## src/rtl/ppm_defs.vh

```
// Constants for the peripheral port map and interrupt vector block
`ifndef PPM_DEFS_VH
`define PPM_DEFS_VH
// Port addresses
`define PPM_A_PORT_A_DATA 8'h00
`define PPM_A_PORT_A_DIR 8'h04
`define PPM_A_PORT_B_DATA 8'h08
`define PPM_A_PORT_B_DIR 8'h0c
`define PPM_A_PORT_C_DATA 8'h10
`define PPM_A_PORT_C_DIR 8'h14
`define PPM_A_PORT_D_DATA 8'h18
`define PPM_A_PORT_D_DIR 8'h1c
`define PPM_A_PORT_E_DATA 8'h20
`define PPM_A_PORT_E_DIR 8'h24
`define PPM_A_PORT_F_DATA 8'h28
`define PPM_A_PORT_G_DATA 8'h2c
`define PPM_A_CONV_DATA 8'h30
`define PPM_A_CONV_CTRL 8'h34
`define PPM_A_INT_CTRL 8'h38
`define PPM_A_INT_FLAGS 8'h39
`define PPM_A_T1_PERIOD 8'h3a
`define PPM_A_T1_COUNT 8'h3b
`define PPM_A_CLK_SPEED 8'h3d
`define PPM_A_T2_PERIOD 8'h3e
`define PPM_A_T2_COUNT 8'h3f
// Reset values
`define PPM_RST_DIR 8'h00
`define PPM_RST_16 16'h0000
`define PPM_RST_CONV_CTRL 4'h0
// Field widths and positions
`define PPM_W_CONV_CTRL 4
`define PPM_INT_MASK_LSB 0
`define PPM_INT_MASK_MSB 7
`define PPM_NUM_INT 8
// Program memory vector addresses
`define PPM_VEC_BASE 15'h7ff0
`define PPM_VEC_PROTECT 15'h7ffe
`define PPM_VEC_RESET 15'h7fff
`endif

```

## src/rtl/ppm_prio_pick.v

```verilog
// Fixed-priority pick of the lowest-index pending interrupt
`timescale 1ns/1ps
`include "ppm_defs.vh"
module ppm_prio_pick (
    // Request vector, bit 0 highest
    input wire [7:0] req,
    // Result
    output reg any,
    output reg [2:0] idx
);
    integer i;
    always @*
    begin
        any = 1'b0;
        idx = 3'h0;
        for (i = `PPM_NUM_INT - 1; i >= 0; i = i - 1)
        begin
            if (req[i])
            begin
                any = 1'b1;
                idx = i[2:0];
            end
        end
    end
endmodule

```

## src/rtl/ppm_port_map.v

```verilog
// Peripheral port register bank and interrupt vector selection
// What this block does
// Writes use right-justified low bits only
// Port write carries address and accumulator
// Reads zero bits above location width
// Converter data valid bits sit high
// Port data registers undefined after reset
// Direction registers reset zero, meaning inputs
// Interrupt flags survive reset unchanged
// Honour read-only and write-only access
// Branch only when triggered and enabled
// Vectors 0-7 at consecutive words from base
// Fixed source priority, index zero highest
// Reset vector is last program word
// Protection word never used as vector
// Per-interrupt mask bit gates the branch
// Reset branch after reset release
// Highest pending taken first, others stay
`timescale 1ns/1ps
`include "ppm_defs.vh"
module ppm_port_map (
    // Clock and reset
    input wire core_clk,
    input wire rstn,
    // Core port access
    input wire [7:0] port_addr,
    input wire port_wr,
    input wire port_rd,
    input wire [15:0] port_wdata,
    output reg [15:0] port_rdata_q,
    // Port pins, bidirectional A to E, each 8 bits packed
    input wire [39:0] pin_in,
    output reg [39:0] pin_out_q,
    output reg [39:0] pin_oe_n_q,
    // Input port F and output port G
    input wire [7:0] port_f_in,
    output reg [15:0] port_g_q,
    // Peripheral-facing register values
    output reg [15:0] conv_data_q,
    output reg [3:0] conv_ctrl_q,
    output reg [15:0] int_ctrl_q,
    output reg [15:0] clk_speed_q,
    output reg [15:0] t1_period_q,
    output reg [15:0] t2_period_q,
    // Timer countdown loads and current values
    output reg t1_load_q,
    output reg t2_load_q,
    output reg [15:0] t_load_val_q,
    input wire [15:0] t1_count,
    input wire [15:0] t2_count,
    // Interrupt events, one bit per source, bit 0 highest
    input wire [7:0] int_event,
    input wire int_allow,
    input wire int_ack,
    // Vector fetch request to program memory
    output reg vec_req_q,
    output reg [14:0] vec_addr_q,
    output reg [7:0] int_flags_q
);
    localparam ST_RESET = 3'b001;
    localparam ST_RUN = 3'b010;
    localparam ST_WAIT = 3'b100;

    reg [2:0] state_q;
    reg [39:0] dir_q;
    reg [39:0] data_q;
    reg [15:0] rdata_d;
    wire [7:0] enabled;
    wire pick_any;
    wire [2:0] pick_idx;
    // Bidirectional port index and its bit offset in the packed buses
    wire [2:0] sel;
    wire [5:0] sel_lsb;
    // Interrupt taken this cycle and the flag bit it consumes
    wire take_int;
    wire [7:0] served;

    // Which of the five bidirectional ports, or 7 for none
    function [2:0] port_sel;
        input [7:0] a;
        begin
            case (a)
                `PPM_A_PORT_A_DATA, `PPM_A_PORT_A_DIR: port_sel = 3'h0;
                `PPM_A_PORT_B_DATA, `PPM_A_PORT_B_DIR: port_sel = 3'h1;
                `PPM_A_PORT_C_DATA, `PPM_A_PORT_C_DIR: port_sel = 3'h2;
                `PPM_A_PORT_D_DATA, `PPM_A_PORT_D_DIR: port_sel = 3'h3;
                `PPM_A_PORT_E_DATA, `PPM_A_PORT_E_DIR: port_sel = 3'h4;
                default: port_sel = 3'h7;
            endcase
        end
    endfunction

    // Pin value seen on reads: driven bits from latch, others from pin
    function [7:0] pin_view;
        input [7:0] dir;
        input [7:0] lat;
        input [7:0] pin;
        begin
            pin_view = (dir & lat) | (~dir & pin);
        end
    endfunction

    assign enabled = int_flags_q
        & int_ctrl_q[`PPM_INT_MASK_MSB:`PPM_INT_MASK_LSB];

    // Offset only meaningful for the five bidirectional ports
    assign sel = port_sel(port_addr);
    assign sel_lsb = {sel, 3'b000};

    assign take_int = state_q == ST_RUN && int_allow && pick_any;
    assign served = take_int ? 8'h01 << pick_idx : 8'h00;

    ppm_prio_pick u_pick (
        .req(enabled),
        .any(pick_any),
        .idx(pick_idx)
    );

    // Read mux, right-justified with zero fill
    always @*
    begin
        rdata_d = `PPM_RST_16;
        case (port_addr)
            `PPM_A_PORT_A_DATA,
            `PPM_A_PORT_B_DATA,
            `PPM_A_PORT_C_DATA,
            `PPM_A_PORT_D_DATA,
            `PPM_A_PORT_E_DATA:
                rdata_d[7:0] = pin_view(dir_q[sel_lsb +: 8],
                    data_q[sel_lsb +: 8], pin_in[sel_lsb +: 8]);
            `PPM_A_PORT_A_DIR,
            `PPM_A_PORT_B_DIR,
            `PPM_A_PORT_C_DIR,
            `PPM_A_PORT_D_DIR,
            `PPM_A_PORT_E_DIR:
                rdata_d[7:0] = dir_q[sel_lsb +: 8];
            `PPM_A_PORT_F_DATA: rdata_d[7:0] = port_f_in;
            `PPM_A_PORT_G_DATA: rdata_d = port_g_q;
            `PPM_A_CONV_CTRL:
                rdata_d[`PPM_W_CONV_CTRL-1:0] = conv_ctrl_q;
            `PPM_A_INT_CTRL: rdata_d = int_ctrl_q;
            `PPM_A_INT_FLAGS: rdata_d[7:0] = int_flags_q;
            `PPM_A_T1_PERIOD: rdata_d = t1_period_q;
            `PPM_A_T1_COUNT: rdata_d = t1_count;
            `PPM_A_T2_PERIOD: rdata_d = t2_period_q;
            `PPM_A_T2_COUNT: rdata_d = t2_count;
            // Write-only converter data and clock speed read as zero
            default: rdata_d = `PPM_RST_16;
        endcase
    end

    // Port data latches carry no reset; their value is undefined
    always @(posedge core_clk)
    begin
        if (port_wr)
        begin
            case (port_addr)
                `PPM_A_PORT_A_DATA,
                `PPM_A_PORT_B_DATA,
                `PPM_A_PORT_C_DATA,
                `PPM_A_PORT_D_DATA,
                `PPM_A_PORT_E_DATA:
                    data_q[sel_lsb +: 8] <= port_wdata[7:0];
                // Other locations live in the reset-carrying process
                default: data_q <= data_q;
            endcase
        end
    end

    // Interrupt flags carry no reset: they keep their pre-reset value
    // Served bit is consumed even when software writes the same cycle,
    // so one event never produces two vector fetches
    always @(posedge core_clk)
    begin
        if (port_wr && port_addr == `PPM_A_INT_FLAGS)
            int_flags_q <= (port_wdata[7:0] & ~served) | int_event;
        else
            int_flags_q <= (int_flags_q & ~served) | int_event;
    end

    // Reset-carrying registers and pin drivers
    always @(posedge core_clk or negedge rstn)
    begin
        if (!rstn)
        begin
            dir_q <= {5{`PPM_RST_DIR}};
            pin_out_q <= {5{`PPM_RST_DIR}};
            pin_oe_n_q <= {40{1'b1}};
            port_g_q <= `PPM_RST_16;
            conv_data_q <= `PPM_RST_16;
            conv_ctrl_q <= `PPM_RST_CONV_CTRL;
            int_ctrl_q <= `PPM_RST_16;
            clk_speed_q <= `PPM_RST_16;
            t1_period_q <= `PPM_RST_16;
            t2_period_q <= `PPM_RST_16;
            t1_load_q <= 1'b0;
            t2_load_q <= 1'b0;
            t_load_val_q <= `PPM_RST_16;
            port_rdata_q <= `PPM_RST_16;
        end
        else
        begin
            pin_out_q <= data_q;
            pin_oe_n_q <= ~dir_q;
            t1_load_q <= 1'b0;
            t2_load_q <= 1'b0;
            if (port_rd)
                port_rdata_q <= rdata_d;
            if (port_wr)
            begin
                t_load_val_q <= port_wdata;
                case (port_addr)
                    `PPM_A_PORT_A_DIR,
                    `PPM_A_PORT_B_DIR,
                    `PPM_A_PORT_C_DIR,
                    `PPM_A_PORT_D_DIR,
                    `PPM_A_PORT_E_DIR:
                        dir_q[sel_lsb +: 8] <= port_wdata[7:0];
                    `PPM_A_PORT_G_DATA: port_g_q <= port_wdata;
                    // Valid value occupies the upper bits as written
                    `PPM_A_CONV_DATA: conv_data_q <= port_wdata;
                    `PPM_A_CONV_CTRL:
                        conv_ctrl_q <=
                            port_wdata[`PPM_W_CONV_CTRL-1:0];
                    `PPM_A_INT_CTRL: int_ctrl_q <= port_wdata;
                    `PPM_A_CLK_SPEED: clk_speed_q <= port_wdata;
                    `PPM_A_T1_PERIOD: t1_period_q <= port_wdata;
                    `PPM_A_T1_COUNT: t1_load_q <= 1'b1;
                    `PPM_A_T2_PERIOD: t2_period_q <= port_wdata;
                    `PPM_A_T2_COUNT: t2_load_q <= 1'b1;
                    // Port F is read-only; writes are dropped
                    default: port_g_q <= port_g_q;
                endcase
            end
        end
    end

    // Vector sequencing: reset branch first, then interrupts
    always @(posedge core_clk or negedge rstn)
    begin
        if (!rstn)
        begin
            state_q <= ST_RESET;
            vec_req_q <= 1'b0;
            vec_addr_q <= `PPM_VEC_RESET;
        end
        else
        begin
            case (state_q)
                ST_RESET:
                begin
                    vec_req_q <= 1'b1;
                    vec_addr_q <= `PPM_VEC_RESET;
                    state_q <= ST_WAIT;
                end
                ST_RUN:
                begin
                    if (take_int)
                    begin
                        vec_req_q <= 1'b1;
                        vec_addr_q <= `PPM_VEC_BASE
                            + {12'h000, pick_idx};
                        state_q <= ST_WAIT;
                    end
                end
                ST_WAIT:
                begin
                    if (int_ack)
                    begin
                        vec_req_q <= 1'b0;
                        state_q <= ST_RUN;
                    end
                end
                default: state_q <= ST_RESET;
            endcase
        end
    end
endmodule

```

## config.mk

```make
export PLATFORM = sky130hd
export DESIGN_NAME = ppm_port_map
export DESIGN_NICKNAME = d
export VERILOG_FILES = /design/src/rtl/ppm_prio_pick.v /design/src/rtl/ppm_port_map.v
export VERILOG_INCLUDE_DIRS = /design/src /design/src/rtl
export SDC_FILE = /design/constraint.sdc
export NUM_CORES = 1
export LEC_CHECK = 0
export ABC_AREA = 1
export BUFFER_PORTS_ARGS = -buffer_cell sky130_fd_sc_hd__buf_2
export CELL_PAD_IN_SITES_DETAIL_PLACEMENT = 1
export CELL_PAD_IN_SITES_GLOBAL_PLACEMENT = 1
export CORE_MARGIN = 1.5
export CORE_UTILIZATION = 38
export CTS_BUF_LIST = sky130_fd_sc_hd__clkbuf_4
export DETAILED_ROUTE_END_ITERATION = 7
export PLACE_DENSITY = 0.89
export SLEW_MARGIN = 10
export SYNTH_ARGS = -nofsm -noshare
export SYNTH_HDL_FRONTEND = slang
export SYNTH_SLANG_ARGS = --single-unit
```

## constraint.sdc

```tcl
create_clock -name core_clk -period 4.29 [get_ports core_clk]
set_clock_uncertainty 0.2 [all_clocks]
set_input_delay 0 -clock core_clk [delete_from_list [all_inputs] [get_ports core_clk]]
set_output_delay 0 -clock core_clk [all_outputs]
set_load 0.005 [all_outputs]
```

==> results of run 1 <==
==> cells in the mapped netlist, types with 6 or more instances <==
cell / instances
a21oi_1: 23
a22o_1: 12
a31oi_1: 6
buf_2: 23
buf_4: 16
clkbuf_1: 32
dfrtp_1: 217
dfstp_2: 45
dfxtp_1: 8
edfxtp_1: 40
inv_1: 93
nand2_1: 626
nand3_1: 76
nor2_1: 100
nor2_2: 6
nor3_1: 6
o21ai_0: 160
==> layout make-up <==
type,count,share of cell area
Multi-Input combinational cell,1068,0.2598
Tap cell,455,0.03180
Clock inverter,24,0.005521
Timing Repair Buffer,501,0.1849
Sequential cell,310,0.4454
Inverter,103,0.02181
Antenna cell,9,0.001258
Clock buffer,118,0.04948
==> what timing repair did <==
item                                    CTS  global route
hold buffers                            148             0
resized for setup                         0             3
endpoints found under the setup margin    0             3
endpoints found under the hold margin   484             0
setup buffers                             0             1
==> routing by layer <==
layer	global-route usage	share of wire	up-vias
met2	0.5710	0.48	831
met3	0.1032	0.098	201
met4	0.1693	0.049	4
met1	0.3895	0.37	6896
met5	0	0.00044	-
li1	-	-	5992
==> cells by family (layout without fill, tap and decap cells) <==
| logic type | count (synthesis) | in the layout | share of synthesized area |
|---|---|---|---|
| and+or+nand+nor | 835 | 835 | 0.2512 |
| DFF | 310 | 310 | 0.5986 |
| AOI/OAI and AO/OA | 217 | 217 | 0.08951 |
| buffers and inverters | 174 | 746 | 0.05570 |
| adders and majority gates | 5 | 5 | 0.004696 |
| other | 1 | 20 | 0.0002815 |
==> sequential cells by signal (all words and copies together), names as in the netlist <==
signal,count
data_q,40
dir_q,40
pin_oe_n_q,40
pin_out_q,40
clk_speed_q,16
conv_data_q,16
int_ctrl_q,16
port_g_q,16
port_rdata_q,16
t1_period_q,16
t2_period_q,16
t_load_val_q,16
int_flags_q,8
conv_ctrl_q,4
vec_addr_q,4
state_q,3
t1_load_q,1
t2_load_q,1
vec_req_q,1
==> per-stage QoR <==
step	hold slack [ps]	power, mW	cell area [um^2]	util	setup WS (ps)
2_1_floorplan	-495.6	3.373	13360	-	1200
3_3_place_gp	-99.29	3.648	15380	0.4452	618.1
3_5_place_dp	-98.48	3.673	15380	0.4452	419.5
4_1_cts	5.853	6.279	17860	0.5171	27.77
5_1_grt	47.20	6.622	17890	0.5178	-10.77
6_report	72.92	6.402	17900	0.5183	102.1
==> power breakdown <==
part / switching (mW) / internal, mW / leakage (nW)
clock network: 1.37 / 1.26 / 0.589
registers: 0.0771 / 3.06 / 3.49
logic: 0.393 / 0.241 / 4.74
total: 1.84 / 4.57 / 8.82
==> how the worst min path moves through the flow <==
stage	slack (ps)	start	end	depth (start not counted)
global route	50	port_wdata[10]	t_load_val_q[10]	4
detailed placement	-100	rstn	pin_out_q[15]	1
floorplan	-500	rstn	clk_speed_q[0]	0
finish	70	port_wdata[2]	data_q[10]	4
global placement	-100	rstn	pin_out_q[14]	1
CTS	6	port_wdata[2]	data_q[10]	4
==> worst reg2reg max path: stages (launching register included) <==
cell           delay [ps]
dfrtp_1               420
nand2_1               110
nand2_1               110
nor2_1                300
nand3_1               140
dlygate4sd3_1         590
nor2_1                 80
dlygate4sd3_1         570
nand2_1                60
dlygate4sd3_1         560
nand2_1                80
nand2_1                70
==> reports/metrics.cfg, run 1 <==
[die]
die_y_um=190.2
core-area_um2=34540
die_area_um2=36190
ios=356
start_util=0.3856
fp-row-count=68
fp.dieW_um=190.2

[drt]
vias=13920
drt-pass1-iter-count=5
wl_per_cell_um=23.64
routed_wl_um=61170
route.detailed.drc=0
drtIter0Drc=1005
viasPerCell=5.380
antenna_left=0

[worst_setup_path]
reg2reg_depth=11
worstReg2RegEnd=port_rdata_q[3]
slowest_delay_ps=690
cp_max_fo=7
crit_path_start=port_addr[7]
path_depth=17
startpoint_type=primary input
endpoint_kind=flip-flop
cpMostUsedCell=dlygate4sd3_1
worst-path-buf-inv=7
worstPathArrival_ps=4690
endpoint=dir_q[28]
crit_chain=dlygate4sd3_1 > buf_2 > nor2_4 > nand3_1 > nor2_2 > inv_1 > nand2_1 > clkinvlp_4 > ha_1 > ha_2 > nand3_1 > dlygate4sd3_1 > nor2_1 > nand2_1 > dlygate4sd3_1 > o21ai_0 > dlygate4sd3_1
cp_slowest_cell=dlygate4sd3_1
reg2reg_from=t1_period_q[3]
crit_family=buffers and inverters
rrSetupSlack_ps=890
worstPathRequired_ps=4800
critPathKind=primary input to flip-flop

[final_layout]
multi_input_area_um2=4651
finalNonFillerCells=2588
ff_latch_area_um2=7974
final_cell_mix=nand2_1, buf_2, dfrtp_1, o21ai_0, dlygate4sd3_1
final_common_cell=nand2_1
drive_gt1_frac=0.2613
nets=2188
fillers=4188
areaGrowthSynthToFinish_pct=34.39

[yosys]
seq_area_frac_synth=0.5986
synth_top_area_frac=0.4076
synth_edf_count=40
synth-seq-cells=310
synthesis.area_um2=13320
yosysTopAreaCell=dfrtp_1
ys.flop_type=dfrtp_1
synth.avg_cell_area_um2=8.639
yosysUniqueCellTypes=40
yosys-top-cells-area=dfrtp_1, nand2_1, edfxtp_1
ys_async_sr_fraction=0.8452
synth_cells=1542
yosys_warnings=0

[grt]
grt_pass1_wl_um=91340
antenna_found_initial=5
track_usage=0.3383
grt_pass1_vias=15150
grt_max_degree=113
gr-total-overflow=0

[cts]
cts_buffers=81
clock_path_buffers=3
clk-insertion-delay-late_ps=780
cts_tree=built
htree_levels=3
clockRootBuffer=clkbuf_4
clk_pin_slew_worst_paths_ps=80
cts.sinks=310

[timing]
fmax_ghz=0.2388
slew_headroom=0.2313
period_needed_ps=4188
worstMarginPinSlew_ps=1150
finalCritPeriodShare=0.9762
hold_viol=0
drv_slew=0
finalSetupViolCount=0
totalNegativeSetupSlack_ps=0

[pwr]
p_leak_nw=8.816
power-per-cell-area_nw_per_um2=357.6
vdd.ir_drop.worst_uv=259.5

[status]
status=completed

[place]
gp_congestion=0.9103
portBuffers=344
hpwl_um=37080
dp.cells=2288

[flow_run]
max_cap_viol_count=0

[worst_hold_path]
hold_path_class=primary input to flip-flop

Power figures use the tool's default switching activity.
==> inputs of run 2 (changes only) <==
==> constraint.sdc (replaced) <==
create_clock -name core_clk -period 5.1 [get_ports core_clk]
set_clock_uncertainty 0.2 [all_clocks]
set_input_delay 0 -clock core_clk [delete_from_list [all_inputs] [get_ports core_clk]]
set_output_delay 0 -clock core_clk [all_outputs]
set_load 0.005 [all_outputs]
==> reports/metrics.cfg, run 2 (same netlist as run 1, synthesis figures left out) <==
[drt]
met1_length_um=22700  ; was 22,630 um
viasPerCell=5.456  ; was 5.380
wl_per_cell_um=24.27  ; was 23.64 um
top_layer_used=met5  ; unchanged
wl_met2_um=30590  ; was 29,510 um
route.detailed.drc=0  ; unchanged
drt-pass1-iter-count=5  ; unchanged
drtIter0Drc=808  ; was 1,005
antenna_left=0  ; unchanged
routed_wl_um=62800  ; was 61,170 um
dr_wl_met3_um=5800  ; was 6017 um
vias=14120  ; was 13,920

[worst_setup_path]
startpoint_type=primary input  ; unchanged
rrSetupSlack_ps=1660  ; was 890 ps
worstPathArrival_ps=5380  ; was 4690 ps
critPathKind=primary input to flip-flop  ; unchanged
worstPathRequired_ps=5630  ; was 4800 ps
endpoint_kind=flip-flop  ; unchanged
cp_max_fo=16  ; was 7

[grt]
grt_pass1_vias=15310  ; was 15,150
grt_max_degree=147  ; was 113
antenna_found_initial=3  ; was 5
grt_pass1_wl_um=93180  ; was 91,340 um
track_usage=0.3479  ; was 0.3383
gr-total-overflow=0  ; unchanged

[die]
die_area_um2=36190  ; unchanged
ios=356  ; unchanged
core-area_um2=34540  ; unchanged
fp-row-count=68  ; unchanged
start_util=0.3856  ; unchanged
die_y_um=190.2  ; unchanged
fp.dieW_um=190.2  ; unchanged

[pwr]
vdd.ir_drop.worst_uv=197.2  ; was 259.5 uV
p_int_mw=4.141  ; was 4.566 mW
clock_power_share=0.448  ; was 0.411
pwr-share-seq=0.458  ; was 0.490
p_sw_mw=1.617  ; was 1.836 mW
combPwrFrac=0.094  ; was 0.099
total_power_mw=5.758  ; was 6.402 mW
switching_share=0.2808  ; was 0.2868
power-per-cell-area_nw_per_um2=318.7  ; was 357.6 nW/um^2
p_leak_nw=8.904  ; was 8.816 nW

[final_layout]
areaGrowthSynthToFinish_pct=35.64  ; was 34.39%
drive_gt1_frac=0.2637  ; was 0.2613
final_cell_mix=nand2_1, buf_2, dfrtp_1, o21ai_0, dlygate4sd3_1  ; unchanged
final_common_cell=nand2_1  ; unchanged
nets=2188  ; unchanged

[timing]
drv_slew=0  ; unchanged
hold_viol=0  ; unchanged
slew_headroom=0.2572  ; was 0.2313
finalCritPeriodShare=0.9510
rsz0062_at_grt=false
worstMarginPinSlew_ps=1112  ; was 1150 ps
period_needed_ps=4850
finalSetupViolCount=0  ; unchanged
fmax_ghz=0.2062
totalNegativeSetupSlack_ps=0  ; unchanged

[cts]
clockRootBuffer=clkbuf_4  ; unchanged
clk-insertion-delay-late_ps=840  ; was 780 ps
cts.sinks=310  ; unchanged
clock_path_buffers=3  ; unchanged
cts_buffers=82  ; was 81
clk_pin_slew_worst_paths_ps=90  ; was 80 ps
htree_levels=3  ; unchanged
cts_tree=built  ; unchanged

[status]
status=completed  ; unchanged

[flow_run]
max_cap_viol_count=0  ; unchanged

[place]
gp_congestion=1.010  ; was 0.9103
hpwl_um=36560  ; was 37,080 um
portBuffers=344  ; unchanged

[worst_hold_path]
hold_path_class=primary input to flip-flop  ; unchanged

-- run 2: cell type report --
cell class / count / area [um^2]
timing repair buffer: 500 / 3308
inverter: 103 / 390.4
sequential: 310 / 7974
fill: 4157 / 16470
tap: 455 / 569.3
clock buffer: 123 / 923.4
clock inverter: 27 / 246.5
multi-input combinational: 1068 / 4653
antenna: 2 / 5.005
-- run 2: power by group through the flow --
| stage | Sequential [mW] | Combinational (mW) | Clock, mW |
|---|---|---|---|
| floorplan | 2.67 | 0.168 | 0 |
| global placement | 2.67 | 0.398 | 0 |
| detailed placement | 2.67 | 0.414 | 0 |
| CTS | 2.63 | 0.503 | 2.49 |
| global route | 2.64 | 0.576 | 2.72 |
| finish | 2.64 | 0.540 | 2.58 |
-- run 2: final timing paths --
path                                 from         endpoint  cells past startpoint
min reg2reg                    data_q[26]    pin_out_q[26]                      0
max                          port_addr[7]        dir_q[25]                     18
min in group asynchronous            rstn   pin_oe_n_q[12]                      3
max in group asynchronous            rstn    int_ctrl_q[5]                      4
max reg2reg                t1_period_q[3]  port_rdata_q[3]                     11
min                        port_wdata[10]     port_g_q[10]                      4
-- run 2: metal layers --
metal / track usage / up-vias
met1: 0.3886 / 7028
met3: 0.09404 / 225
met4: 0.2035 / 2
li1: - / 5989
met2: 0.5966 / 875
met5: 0 / -
-- run 2: timing repair --
action	4_1_cts	5_1_grt
hold endpoints to repair	490	0
hold buffers	151	0
setup buffers	0	1
endpoints found under the setup margin	0	1
gates resized for setup	0	3
-- run 2: critical path: stages --
cell,delay (ps)
dlygate4sd3_1,550
buf_2,140
nor2_4,50
dlygate4sd3_1,610
nand3_1,120
dlygate4sd3_1,560
o21bai_4,160
nand3_1,160
nand2_1,180
clkinvlp_4,120
ha_1,260
ha_2,440
nand3_1,190
nor2_4,360
nand2_1,90
dlygate4sd3_1,570
o21ai_0,160
dlygate4sd3_1,670
-- run 2: per-stage QoR --
stage / util / setup WS [ps] / cells / hold slack, ps / instance area, um^2
finish: 0.5231 / 250.0 / 2588 / 23.95 / 18070
global route: 0.5231 / 85.17 / 2588 / 0.4766 / 18070
CTS: 0.5227 / 37.75 / 2586 / 5.258 / 18060
detailed placement: 0.4446 / 1329 / 2285 / -64.40 / 15360
global placement: 0.4446 / 1588 / 2285 / -80.39 / 15360
floorplan: - / 2010 / 1552 / -495.6 / 13360
==> inputs of run 3 (changes only) <==
--- a/config.mk
+++ b/config.mk
@@ -10,10 +10,12 @@
 export BUFFER_PORTS_ARGS = -buffer_cell sky130_fd_sc_hd__buf_2
 export CELL_PAD_IN_SITES_DETAIL_PLACEMENT = 1
 export CELL_PAD_IN_SITES_GLOBAL_PLACEMENT = 1
+export CORE_ASPECT_RATIO = 0.75
 export CORE_MARGIN = 1.5
 export CORE_UTILIZATION = 38
 export CTS_BUF_LIST = sky130_fd_sc_hd__clkbuf_4
 export DETAILED_ROUTE_END_ITERATION = 7
+export HOLD_SLACK_MARGIN = 0.12
 export PLACE_DENSITY = 0.89
 export SLEW_MARGIN = 10
 export SYNTH_ARGS = -nofsm -noshare
==> reports/metrics.cfg, run 3 (same netlist as run 1, synthesis figures left out) <==
[final_layout]
drive_gt1_frac=0.2661  ; was 0.2637
final_cell_mix=nand2_1, buf_2, dfrtp_1, o21ai_0, dlygate4sd3_1  ; unchanged
nets=2191  ; was 2,188
multi_input_area_um2=4666  ; was 4653 um^2
areaGrowthSynthToFinish_pct=35.23  ; was 35.64%
utilization=0.5203  ; was 0.5231
fillers=4187  ; was 4,157
finalNonFillerCells=2595  ; was 2,588
final_common_cell=nand2_1  ; unchanged
ff_latch_area_um2=7974  ; unchanged

[flow_run]
max_cap_viol_count=0  ; unchanged

[worst_hold_path]
hold_path_class=flip-flop to flip-flop  ; was primary input to flip-flop
hp-start=data_q[20]  ; was port_wdata[10]
worstHoldPathCells=0  ; was 4
hold_end=pin_out_q[20]  ; was port_g_q[10]

[pwr]
p_leak_nw=8.900  ; was 8.904 nW
power-per-cell-area_nw_per_um2=304.3  ; was 318.7 nW/um^2
vdd.ir_drop.worst_uv=217.5  ; was 197.2 uV

[grt]
grt_pass1_vias=15100  ; was 15,310
grt_pass1_wl_um=90240  ; was 93,180 um
antenna_found_initial=8  ; was 3
track_usage=0.3357  ; was 0.3479
grt_max_degree=86  ; was 147
gr-total-overflow=0  ; unchanged

[timing]
fmax_ghz=0.2036  ; was 0.2062 GHz
period_needed_ps=4911  ; was 4850 ps
slew_headroom=0.2533  ; was 0.2572
hold_viol=0  ; unchanged
rsz0062_at_grt=false  ; unchanged
finalCritPeriodShare=0.9629  ; was 0.9510
worstMarginPinSlew_ps=1117  ; was 1112 ps
whs_ps=160.6  ; was 23.95 ps
worst_slack_ps=189.4  ; was 250.0 ps
finalSetupViolCount=0  ; unchanged
totalNegativeSetupSlack_ps=0  ; unchanged
drv_slew=0  ; unchanged

[status]
status=completed  ; unchanged

[die]
core-area_um2=34620  ; was 34,540 um^2
fp-row-count=59  ; was 68
die_y_um=165.2  ; was 190.2 um
ios=356  ; unchanged
start_util=0.3848  ; was 0.3856
die_area_um2=36200  ; was 36,190 um^2
fp.dieW_um=219.2  ; was 190.2 um

[drt]
antenna_left=0  ; unchanged
top_layer_used=met5  ; unchanged
drt-pass1-iter-count=6  ; was 5
drtIter0Drc=1177  ; was 808
dr_wl_met3_um=4924  ; was 5800 um
viasPerCell=5.380  ; was 5.456
vias=13960  ; was 14,120
routed_wl_um=60810  ; was 62,800 um
met1_length_um=24130  ; was 22,700 um
route.detailed.drc=0  ; unchanged
wl_per_cell_um=23.43  ; was 24.27 um
wl_met2_um=28010  ; was 30,590 um

[worst_setup_path]
crit_path_start=port_addr[3]  ; was port_addr[7]
rrSetupSlack_ps=1700  ; was 1660 ps
worstReg2RegEnd=port_rdata_q[3]  ; unchanged
reg2reg_from=t2_period_q[3]  ; was t1_period_q[3]
critPathKind=primary input to flip-flop  ; unchanged
startpoint_type=primary input  ; unchanged
worstPathRequired_ps=5460  ; was 5630 ps
reg2reg_depth=11  ; unchanged
cp_max_fo=16  ; unchanged
worstPathArrival_ps=5270  ; was 5380 ps
endpoint_kind=flip-flop  ; unchanged

[place]
hpwl_um=37540  ; was 36,560 um
dp_worst_setup_slack_ps=1328  ; was 1329 ps
portBuffers=344  ; unchanged
dp.cells=2289  ; was 2,285
gp_congestion=0.9285  ; was 1.010

[cts]
clk-insertion-delay-late_ps=770  ; was 840 ps
clk_pin_slew_worst_paths_ps=80  ; was 90 ps
cts.sinks=310  ; unchanged
htree_levels=3  ; unchanged
clockRootBuffer=clkbuf_4  ; unchanged
cts_tree=built  ; unchanged
clock_path_buffers=3  ; unchanged
cts_buffers=79  ; was 82

==> run 3: cell types whose count changed in the layout (fill, tap and decap cells not counted), moves of 4 or more <==
cell and delta:
dlygate4sd3_1 +5, diode_2 +9, nor2_2 +4, nor2_1 -4, bufinv_16 -4, clkinvlp_4 -4
clkbuf_4 +6, clkinv_1 -9
==> run 3: routing by layer <==
metal  vias up  track usage
li1       5993            -
met1      6893       0.4184
met2       800       0.5243
met3       274      0.09139
met4         2       0.2014
met5         -            0
==> run 3: report_power, final <==
| part | total [mW] | switching (mW) | internal [mW] |
|---|---|---|---|
| logic | 0.539 | 0.332 | 0.207 |
| registers | 2.64 | 0.0606 | 2.58 |
| clock network | 2.31 | 1.12 | 1.19 |
==> run 3: area by class of cell <==
type	count	area share
flip-flops and latches	310	0.4426
multi-input cells	1068	0.2590
repair buffers	506	0.1861
clock buffers	129	0.05376
well taps	457	0.03174
inverters	103	0.02146
clock inverters	11	0.003751
diodes	11	0.001528
==> run 3: worst max-delay path by stage <==
| stage | end | slack, ps | depth (start not counted) |
|---|---|---|---|
| floorplan | data_q[0] | 2010 | 15 |
| global placement | data_q[2] | 1650 | 15 |
| detailed placement | data_q[4] | 1330 | 14 |
| CTS | data_q[2] | 40 | 19 |
| global route | dir_q[34] | 30 | 18 |
| finish | dir_q[30] | 190 | 17 |
==> run 3: worst max-delay path, cell delays in order <==
cell and delay [ps]:
dlygate4sd3_1 560, buf_2 170, inv_2 60, nand2_1 60, dlygate4sd3_1 600, nor2_4 60
dlygate4sd3_1 620, o21bai_4 170, nand3_1 130, nand2_1 120, dlygate4sd3_1 580, clkinv_1 250
ha_1 330, ha_1 490, nand3_1 210, nor2_2 570, o21ai_0 280
==> run 3: repair_timing <==
item | CTS | global route
resized for setup | 0 | 7
hold buffers | 155 | 0
hold endpoints to repair | 500 | 0
endpoints found under the setup margin | 0 | 25
buffers inserted | 0 | 0
==> run 3: per-stage QoR <==
step	power, mW	cell area, um^2
2_1_floorplan	2.837	13360
3_3_place_gp	3.061	15360
3_5_place_dp	3.084	15360
4_1_cts	5.413	17970
5_1_grt	5.691	18000
6_report	5.481	18010
